$ cat src/logic/nst_setup_map.svh
// offsets, field positions, reset values and timing counts of the setup registers
`ifndef NST_SETUP_MAP_SVH
`define NST_SETUP_MAP_SVH

// register addresses on the parallel register port
`define NST_SUBEXT_OFFSET      3'h5
`define NST_CONFIG_OFFSET      3'h6
`define NST_SHARED_OFFSET      3'h7

// configuration and subaddress extension register fields
`define NST_CFG_SUBADDRESS_SELECT_LSB      0
`define NST_CFG_SUBADDRESS_SELECT_MSB      1
`define NST_SUBEXT_SETUP2_BIT  0

// first setup register fields
`define NST_S1_PULSE_BIT       7
`define NST_S1_FOURNACK_BIT    6
`define NST_S1_RESERVED_BIT    5
`define NST_S1_RXALL_BIT       4
`define NST_S1_PRESC_MSB       3
`define NST_S1_PRESC_LSB       1
`define NST_S1_SLOW_ARBITRATION_SELECT_BIT     0

// second setup register fields
`define NST_S2_FASTRD_BIT      7
`define NST_S2_RSVD_MSB        6
`define NST_S2_RSVD_LSB        4
`define NST_S2_EF_BIT          3

// reset values
`define NST_SETUP1_RESET       8'h06
`define NST_SETUP2_RESET       8'h00
`define NST_CONFIG_RESET       8'h00
`define NST_SUBEXT_RESET       8'h00
`define NST_ID_RESET           8'h00

// prescaler codes and divisors
`define NST_PRESC_FAST         3'h3
`define NST_PRESC_SLOW         3'h4
`define NST_DIV_FAST           8'h40
`define NST_DIV_SLOW           8'h80

// nack thresholds
`define NST_NACK_SHORT         8'h04
`define NST_NACK_LONG          8'h80

// timing: reference crystal, core clock, cycles per data bit
`define NST_CRYSTAL_MHZ        20
`define NST_CLK_MHZ            250
`define NST_BIT_CYCLES(div)    (((div) * `NST_CLK_MHZ) / `NST_CRYSTAL_MHZ)

`endif

$ cat src/logic/nst_pkg.sv
// types shared by the setup register block
package nst_pkg;

    // register selected at the shared address by the two subaddress bits
    typedef enum logic [1:0] {
        NST_SEL_TENTATIVE = 2'b00,
        NST_SEL_NODE      = 2'b01,
        NST_SEL_SETUP     = 2'b10,
        NST_SEL_NEXT      = 2'b11
    } nst_subsel_type;

    // state of the excessive nack monitor
    typedef enum logic [1:0] {
        NST_MON_IDLE    = 2'b00,
        NST_MON_COUNT   = 2'b01,
        NST_MON_FLAGGED = 2'b10
    } nst_mon_state_type;

endpackage

$ cat src/logic/nst_nack_if.sv
// carrier between the register bank and the nack monitor
`timescale 1ns/1ps
interface nst_nack_if;
    logic       nack_event;
    logic       count_restart;
    logic       flag_clear;
    logic       short_nack_threshold;
    logic       excessive_nack_flag;

    modport monitor (
        input  nack_event,
        input  count_restart,
        input  flag_clear,
        input  short_nack_threshold,
        output excessive_nack_flag
    );
    modport control (
        output nack_event,
        output count_restart,
        output flag_clear,
        output short_nack_threshold,
        input  excessive_nack_flag
    );
endinterface

$ cat src/logic/nst_nack_monitor.sv
// counts nacks to free buffer enquiries and raises the excessive nack flag
`timescale 1ns/1ps
`include "nst_setup_map.svh"
module nst_nack_monitor
    import nst_pkg::*;
(
    // clock and reset
    input  wire logic       clk_i,
    input  wire logic       reset_i,
    // register bank side
    nst_nack_if.monitor     nack
);

    nst_mon_state_type state_q;
    logic [7:0]        count_q;
    logic [7:0]        limit;
    logic              hit;

    // threshold follows the setup bit live; a change mid-run applies at once
    assign limit = nack.short_nack_threshold ? `NST_NACK_SHORT : `NST_NACK_LONG;
    assign hit   = nack.nack_event && (count_q + 8'h01 >= limit);

    // nack counter and flag sequencing; a new event beats a clear in the same cycle
    always_ff @(posedge clk_i) begin
        if (reset_i) begin
            state_q <= NST_MON_IDLE;
            count_q <= 8'h00;
        end else begin
            case (state_q)
                NST_MON_IDLE: begin
                    count_q <= 8'h00;
                    if (hit) begin
                        state_q <= NST_MON_FLAGGED;
                    end else if (nack.nack_event) begin
                        state_q <= NST_MON_COUNT;
                        count_q <= 8'h01;
                    end
                end
                NST_MON_COUNT: begin
                    if (hit) begin
                        state_q <= NST_MON_FLAGGED;
                        count_q <= 8'h00;
                    end else if (nack.count_restart) begin
                        state_q <= NST_MON_IDLE;
                        count_q <= 8'h00;
                    end else if (nack.nack_event) begin
                        count_q <= count_q + 8'h01;
                    end
                end
                NST_MON_FLAGGED: begin
                    // sticky until cleared, and a fresh nack keeps it set
                    if (nack.flag_clear && !nack.nack_event) begin
                        state_q <= NST_MON_IDLE;
                    end
                end
                default: begin
                    state_q <= NST_MON_IDLE;
                    count_q <= 8'h00;
                end
            endcase
        end
    end

    assign nack.excessive_nack_flag = (state_q == NST_MON_FLAGGED);

endmodule // nst_nack_monitor

$ cat src/logic/nst_setup_regs.sv
// setup register bank of the token passing network controller
`timescale 1ns/1ps
`include "nst_setup_map.svh"

//
// Operation
// - setup-one bit 7: pulse driver push-pull when one, open-drain when zero (default).
// - excessive nack flag after short_nack_threshold if bit 6 set, else after 128.
// - setup-one bit 4 accepts every valid packet regardless of destination.
// - acknowledge only packets addressed to our own programmed node ID.
// - receive-all works with transmitter on or off; off gives listen-only.
// - setup-one bits 3..1 pick divisor: 011 gives 64 (default), 100 gives 128.
// - setup-one bit 0 halves the buffer arbitration clock, resets to zero.
// - setup-two bit 7 plus bus-timing pin both one enable fast reads.
// - setup-two bit 3 enables enhanced functions; zero keeps legacy behaviour.
// - setup-one sits at address 07 when subaddress bits hold one-zero.
module nst_setup_regs
    import nst_pkg::*;
(
    // clock and reset
    input  wire logic       clk_i,
    input  wire logic       reset_i,
    // parallel register port
    input  wire logic [2:0] addr_i,
    input  wire logic       wr_i,
    input  wire logic       rd_i,
    input  wire logic [7:0] wdata_i,
    output logic      [7:0] rdata_o,
    // bus timing strap pin
    input  wire logic       bus_timing_pin_i,
    // controller core status
    input  wire logic [7:0] next_id_i,
    input  wire logic       nack_event_i,
    input  wire logic       nack_restart_i,
    input  wire logic       excessive_nack_flag_clear_i,
    output logic            excessive_nack_flag_o,
    // receive filter
    input  wire logic       pkt_valid_i,
    input  wire logic [7:0] pkt_dest_id_i,
    input  wire logic       tx_enable_i,
    output logic            pkt_accept_o,
    output logic            pkt_ack_o,
    output logic            token_pass_enable_o,
    // line pulse driver
    input  wire logic       pulse_active_i,
    output logic            line_pulse_output_o,
    output logic            line_pulse_oe_o,
    // configuration to the core
    output logic      [7:0] node_id_o,
    output logic      [7:0] rate_divisor_o,
    output logic            bit_tick_o,
    output logic            arb_enable_o,
    output logic            fast_read_active_o,
    output logic            receive_all_enable_o,
    output logic            enhanced_function_enable_o
);

    localparam int unsigned FAST_CYCLES = `NST_BIT_CYCLES(64);
    localparam int unsigned SLOW_CYCLES = `NST_BIT_CYCLES(128);

    // register state
    logic [7:0]     setup1_q;
    logic [7:0]     setup2_q;
    logic [7:0]     config_q;
    logic [7:0]     subext_q;
    logic [7:0]     tentative_id_q;
    logic [7:0]     node_id_q;
    logic [7:0]     rdata_q;
    nst_subsel_type subaddress_select;
    logic           setup2_select;
    logic           shared_wr;

    // pin synchroniser and derived state
    logic           bus_timing_meta_q;
    logic           bus_timing_pin_q;
    logic [10:0]    bit_count_q;
    logic           bit_tick_q;
    logic           arb_phase_q;
    logic           pkt_accept_q;
    logic           pkt_ack_q;
    logic           pulse_out_q;
    logic           pulse_oe_q;

    nst_nack_if     nack_bus ();

    // map prescaler code to divisor; unlisted codes fall back to the default rate
    function automatic logic [7:0] presc_divisor(input logic [2:0] code);
        case (code)
            `NST_PRESC_SLOW: presc_divisor = `NST_DIV_SLOW;
            default:         presc_divisor = `NST_DIV_FAST;
        endcase
    endfunction

    // cycles of clk_i per data bit for a prescaler code
    function automatic logic [10:0] presc_cycles(input logic [2:0] code);
        if (code == `NST_PRESC_SLOW) begin
            presc_cycles = 11'(SLOW_CYCLES);
        end else begin
            presc_cycles = 11'(FAST_CYCLES);
        end
    endfunction

    // shared address decode
    assign subaddress_select = nst_subsel_type'(config_q[`NST_CFG_SUBADDRESS_SELECT_MSB:`NST_CFG_SUBADDRESS_SELECT_LSB]);
    assign setup2_select     = subext_q[`NST_SUBEXT_SETUP2_BIT];
    assign shared_wr         = wr_i && (addr_i == `NST_SHARED_OFFSET);

    // configuration and subaddress extension registers
    always_ff @(posedge clk_i) begin
        if (reset_i) begin
            config_q <= `NST_CONFIG_RESET;
            subext_q <= `NST_SUBEXT_RESET;
        end else if (wr_i) begin
            if (addr_i == `NST_CONFIG_OFFSET) begin
                config_q <= wdata_i;
            end
            if (addr_i == `NST_SUBEXT_OFFSET) begin
                subext_q <= wdata_i;
            end
        end
    end

    // registers behind the shared address, steered by the subaddress bits
    always_ff @(posedge clk_i) begin
        if (reset_i) begin
            setup1_q       <= `NST_SETUP1_RESET;
            setup2_q       <= `NST_SETUP2_RESET;
            tentative_id_q <= `NST_ID_RESET;
            node_id_q      <= `NST_ID_RESET;
        end else if (shared_wr) begin
            case (subaddress_select)
                NST_SEL_TENTATIVE: tentative_id_q <= wdata_i;
                NST_SEL_NODE:      node_id_q      <= wdata_i;
                NST_SEL_SETUP: begin
                    if (setup2_select) begin
                        // reserved bits 6..4 are held at zero whatever is written
                        setup2_q <= wdata_i & 8'h8F;
                    end else begin
                        // reserved bit kept clear even if software slips
                        setup1_q <= wdata_i & 8'hDF;
                    end
                end
                default: ; // next ID is read only
            endcase
        end
    end

    // read data from a flop, valid the cycle after rd_i; unmapped reads give zero
    always_ff @(posedge clk_i) begin
        if (reset_i) begin
            rdata_q <= 8'h00;
        end else if (rd_i) begin
            if (addr_i == `NST_SHARED_OFFSET) begin
                case (subaddress_select)
                    NST_SEL_TENTATIVE: rdata_q <= tentative_id_q;
                    NST_SEL_NODE:      rdata_q <= node_id_q;
                    NST_SEL_SETUP:     rdata_q <= setup2_select ? setup2_q : setup1_q;
                    NST_SEL_NEXT:      rdata_q <= next_id_i;
                    default:           rdata_q <= 8'h00;
                endcase
            end else if (addr_i == `NST_CONFIG_OFFSET) begin
                rdata_q <= config_q;
            end else if (addr_i == `NST_SUBEXT_OFFSET) begin
                rdata_q <= subext_q;
            end else begin
                rdata_q <= 8'h00;
            end
        end
    end

    // two-flop synchroniser on the asynchronous strap pin
    always_ff @(posedge clk_i) begin
        if (reset_i) begin
            bus_timing_meta_q <= 1'b0;
            bus_timing_pin_q  <= 1'b0;
        end else begin
            bus_timing_meta_q <= bus_timing_pin_i;
            bus_timing_pin_q  <= bus_timing_meta_q;
        end
    end

    // data-rate tick: one pulse per bit time at the selected divisor
    always_ff @(posedge clk_i) begin
        if (reset_i) begin
            bit_count_q <= 11'h000;
            bit_tick_q  <= 1'b0;
        end else if (bit_count_q >= presc_cycles(setup1_q[`NST_S1_PRESC_MSB:`NST_S1_PRESC_LSB]) - 11'h001) begin
            bit_count_q <= 11'h000;
            bit_tick_q  <= 1'b1;
        end else begin
            bit_count_q <= bit_count_q + 11'h001;
            bit_tick_q  <= 1'b0;
        end
    end

    // arbitration enable: every cycle, or every other cycle when slowed
    always_ff @(posedge clk_i) begin
        if (reset_i) begin
            arb_phase_q <= 1'b0;
        end else if (setup1_q[`NST_S1_SLOW_ARBITRATION_SELECT_BIT]) begin
            arb_phase_q <= ~arb_phase_q;
        end else begin
            arb_phase_q <= 1'b1;
        end
    end

    // receive filter; accept does not depend on the transmitter, ack does
    always_ff @(posedge clk_i) begin
        if (reset_i) begin
            pkt_accept_q <= 1'b0;
            pkt_ack_q    <= 1'b0;
        end else begin
            pkt_accept_q <= pkt_valid_i && (setup1_q[`NST_S1_RXALL_BIT]
                            || pkt_dest_id_i == node_id_q);
            pkt_ack_q    <= pkt_valid_i && tx_enable_i
                            && pkt_dest_id_i == node_id_q;
        end
    end

    // pulse driver: open drain only pulls low, push-pull drives both levels
    always_ff @(posedge clk_i) begin
        if (reset_i) begin
            pulse_out_q <= 1'b0;
            pulse_oe_q  <= 1'b0;
        end else if (setup1_q[`NST_S1_PULSE_BIT]) begin
            pulse_out_q <= ~pulse_active_i;
            pulse_oe_q  <= 1'b1;
        end else begin
            pulse_out_q <= 1'b0;
            pulse_oe_q  <= pulse_active_i;
        end
    end

    // nack monitor hookup
    assign nack_bus.nack_event           = nack_event_i;
    assign nack_bus.count_restart        = nack_restart_i;
    assign nack_bus.flag_clear           = excessive_nack_flag_clear_i;
    assign nack_bus.short_nack_threshold = setup1_q[`NST_S1_FOURNACK_BIT];

    nst_nack_monitor u_nack_monitor (
        .clk_i   (clk_i),
        .reset_i (reset_i),
        .nack    (nack_bus)
    );

    // outputs
    assign rdata_o                    = rdata_q;
    assign excessive_nack_flag_o      = nack_bus.excessive_nack_flag;
    assign pkt_accept_o               = pkt_accept_q;
    assign pkt_ack_o                  = pkt_ack_q;
    assign token_pass_enable_o        = tx_enable_i;
    assign line_pulse_output_o        = pulse_out_q;
    assign line_pulse_oe_o            = pulse_oe_q;
    assign node_id_o                  = node_id_q;
    assign rate_divisor_o             = presc_divisor(setup1_q[`NST_S1_PRESC_MSB:`NST_S1_PRESC_LSB]);
    assign bit_tick_o                 = bit_tick_q;
    assign arb_enable_o               = arb_phase_q;
    assign fast_read_active_o         = setup2_q[`NST_S2_FASTRD_BIT] && bus_timing_pin_q;
    assign receive_all_enable_o       = setup1_q[`NST_S1_RXALL_BIT];
    // legacy timing whenever this is low; host must raise it above 5Mbps
    assign enhanced_function_enable_o = setup2_q[`NST_S2_EF_BIT];

endmodule // nst_setup_regs

$ cat config.mk
export PLATFORM = sky130hd
export DESIGN_NAME = nst_setup_regs
export DESIGN_NICKNAME = d
export VERILOG_FILES = /design/src/logic/nst_pkg.sv /design/src/logic/nst_nack_if.sv /design/src/logic/nst_nack_monitor.sv /design/src/logic/nst_setup_regs.sv
export VERILOG_INCLUDE_DIRS = /design/src /design/src/logic
export SDC_FILE = /design/constraint.sdc
export NUM_CORES = 1
export LEC_CHECK = 0
export ABC_AREA = 1
export BUFFER_PORTS_ARGS = -buffer_cell sky130_fd_sc_hd__clkbuf_2
export CORE_MARGIN = 1
export CORE_UTILIZATION = 45
export DETAILED_ROUTE_END_ITERATION = 6
export GPL_ROUTABILITY_DRIVEN = 1
export HOLD_SLACK_MARGIN = 0.12
export PLACE_DENSITY = 0.67
export REMOVE_ABC_BUFFERS = 1
export SLEW_MARGIN = 20
export SYNTH_ARGS = -nofsm -noshare
export SYNTH_HDL_FRONTEND = slang
export SYNTH_SLANG_ARGS = --single-unit
$ cat constraint.sdc
create_clock -name clk_i -period 2.7 [get_ports clk_i]
set_clock_uncertainty 0.2 [all_clocks]
set_input_delay 0.54 -clock clk_i [delete_from_list [all_inputs] [get_ports clk_i]]
set_output_delay 0.54 -clock clk_i [all_outputs]
set_load 0.01 [all_outputs]
==> results.py <==
metrics = {
    "power": {
        "p_leak_nw": 1.81,
        "cellPowerDensity_mw_per_mm2": 550,
        "ir_worst_vdd_mv": 0.258,
        "total_power_w": 0.00247,
    },
    "worst_setup_path": {
        "crit_path_max_fanout": 7,
        "crit_required_ps": 2750,
        "crit_arrival_ps": 2460,
        "end_kind": "register",
        "crit_path_start_kind": "register",
        "critical_path_class": "reg -> reg",
    },
    "clock_tree": {
        "clockBufferDepth": 2,
        "cts-root-buf": "clkbuf_8",
        "cts_max_level": 3,
        "cts_resized": 0,
        "insertion_delay_ps": 350,
        "cts_buffers": 9,
        "clkTransAtPathRegs_ps": 90,
        "clkSinkCount": 81,
        "cts_tree": "yes",
    },
    "timing": {
        "maxSlewHeadroom_pct": 29.7,
        "hold_viol_final": 0,
        "grt_setup_unrepaired": "false",
        "fmax_ghz": 0.414,
        "finalMaxSlewViolations": 0,
        "worst_slew_pin_slew_ps": 1050,
        "finalSetupViolations": 0,
        "finalCriticalPeriod_ps": 2410,
        "setup_tns_ps": 0,
        "period_share_pct": 89.4,
    },
    "placement": {
        "place_hpwl_um": 6570,
        "placed_cells": 661,
        "port_buffers": 66,
        "gp_congestion": 0.868,
        "placedInstanceArea_sq_mm": 0.00424,
    },
    "logic_synthesis": {
        "ys.flop_type": "dfxtp_1",
        "syn_inst": 505,
        "yosysWarnings": 0,
        "synth.distinct_cells": 45,
        "synth-seq-cells": 81,
        "yosys-top-cells-area": "dfxtp_1 42%, o21ai_0 7.0%, a21oi_1 6.9%, nor2_1 5.9%, nand2_1 5.6%",
        "netlist.area_leader.share_pct": 42.0,
        "synth-edff-count": 0,
        "syn-cell-area_sq_mm": 0.00386,
        "avgSynthCellArea_sq_um": 7.64,
        "ys_async_sr_fraction_pct": 0,
        "yosysTopAreaCell": "dfxtp_1",
        "ys_seq_area_share_pct": 42.0,
    },
    "cells_and_area": {
        "final_nets": 614,
        "final_cell_area_sq_mm": 0.00448,
        "antenna_cells": 0,
        "syn2layout_area_growth_pct": 16.2,
        "nFillCells": 784,
        "layout-drive-gt1-share_pct": 21.4,
        "instances_no_fill": 679,
    },
    "die": {
        "start_util_pct": 46.7,
        "die_h_um": 94.6,
        "pin_count": 73,
        "design.die.area_sq_mm": 0.00895,
        "die_width_um": 94.6,
        "core-area_sq_mm": 0.00826,
        "placement_rows": 33,
    },
    "global_route": {
        "grt_pass1_wl_um": 15100,
        "antenna_found_initial": 0,
        "gr-usage-met1_pct": 28.5,
        "grt_start_max_net_pins": 58,
        "track_usage_pct": 21.6,
        "grt_pass1_vias": 3209,
        "use_met2_pct": 34.8,
        "grt_overflow": 0,
        "grt_use_met3_pct": 3.46,
        "top_usage_layer": "met2",
    },
    "drt": {
        "wirelength_um": 9300,
        "vias": 3550,
        "viasPerCell": 5.23,
        "antenna_left": 0,
        "dr.pass1.iters": 4,
        "drc": 0,
        "drtIter0Drc": 268,
        "wl_per_cell_um": 13.7,
    },
    "worst_hold_path": {
        "hold_path_class": "in -> reg",
    },
    "status": {
        "status": "finished, final reports clean",
    },
    "job": {
        "maxCapViolCount": 0,
    },
}
routing by layer:
metal / wire (um) / vias up / part of all wire (%)
li1: - / 1804 / -
met1: 4390 / 1611 / 47
met2: 4150 / 120 / 45
met3: 562 / 15 / 6.0
met4: 191 / 0 / 2.1
met5: 0 / - / 0
where the power goes:
group | internal (W) | switching [W] | total, W
clock network | 0.000529 | 0.000478 | 0.00101
logic | 0.0000779 | 0.000132 | 0.000210
registers | 0.00123 | 0.0000238 | 0.00125
worst max-delay path, cell delays in order, from the launching register on:
cell	delay (ps)
dfxtp_1	340
inv_1	60
nor3_1	260
inv_1	140
ha_1	300
nand2_1	80
nor4_1	350
nand4_1	170
nand4_1	180
buf_4	170
nor2_1	50
cell families after synthesis:
group,synth area share [%]
AOI/OAI and AO/OA,19.4
xor gates and xnor gates,3.40
adders and majority gates,2.27
buffers and inverters,8.69
DFF,42.0
other,0.0972
and+or+nand+nor,24.1
cells in the mapped netlist, types with 2 or more instances:
cell / n
buf_4: 7
nor2_1: 61
ha_1: 7
nor3b_1: 2
nor2_4: 4
o211ai_1: 6
a21oi_2: 2
nand4_1: 7
nor2_2: 3
a21oi_1: 53
a41oi_1: 2
nor3_1: 4
nand2_2: 3
inv_2: 8
o21ai_1: 5
dfxtp_1: 81
o2111ai_1: 2
nand2_4: 2
xnor2_1: 12
buf_2: 5
xor2_1: 3
o21ai_0: 54
nand3_2: 2
a221oi_1: 5
nand3_1: 31
nand2_1: 58
clkbuf_1: 11
inv_1: 48
timing repair:
action	CTS	global route
buffers inserted	0	2
setup endpoints to repair	0	11
hold buffers	0	0
path summary, 6_finish.rpt:
kind | from | end | slack (ps) | cells after the start
max | setup1_q[3] | bit_count_q[1] | 290 | 10
min | pulse_active_i | line_pulse_output_o | 170 | 2
max reg2reg | setup1_q[3] | bit_count_q[1] | 290 | 10
min reg2reg | bus_timing_meta_q | bus_timing_pin_q | 210 | 2
layout by cell type, fill, tap and decap left out, types with 3 or more instances in the layout:
master	count
clkbuf_2	66
conb_1	6
o211ai_1	6
nand4_1	7
ha_1	7
xnor2_1	12
nand2_1	58
nor2_4	4
a221oi_1	5
inv_2	8
o21ai_0	54
nor2_2	3
xor2_1	3
nand3_1	31
nand2_2	3
a21oi_1	53
nor3_1	4
clkbuf_8	9
nor2_1	61
inv_1	48
dfxtp_1	81
o21ai_1	5
buf_4	5
final cells by class:
class | instances | area, sq um | share of cell area, %
Multi-Input combinational cell | 349 | 1920 | 42.8
Sequential cell | 81 | 1620 | 36.2
Timing Repair Buffer | 71 | 368 | 8.21
Inverter | 57 | 216 | 4.83
Tap cell | 105 | 131 | 2.93
Clock buffer | 9 | 124 | 2.76
Clock inverter | 7 | 101 | 2.26
through the flow:
stage | util [%] | worst slack, ps | hold WS [ps]
2_1_floorplan | - | 180 | 188
3_3_place_gp | 51.4 | 198 | 189
3_5_place_dp | 51.4 | 52.0 | 203
4_1_cts | 54.1 | 18.6 | 163
5_1_grt | 54.3 | 100 | 158
6_report | 54.3 | 287 | 167
state kept, by name (all words and copies together) (netlist names):
register	flops
arb_enable_o	1
bit_count_q	11
bit_tick_o	1
bus_timing_meta_q	1
bus_timing_pin_q	1
config_q	8
line_pulse_oe_o	1
line_pulse_output_o	1
node_id_o	8
pkt_accept_o	1
pkt_ack_o	1
rdata_o	8
setup1_q	7
setup2_q	5
subext_q	8
tentative_id_q	8
u_nack_monitor.count_q	8
u_nack_monitor.state_q	2
No activity file was read; power rests on OpenSTA's default activity.
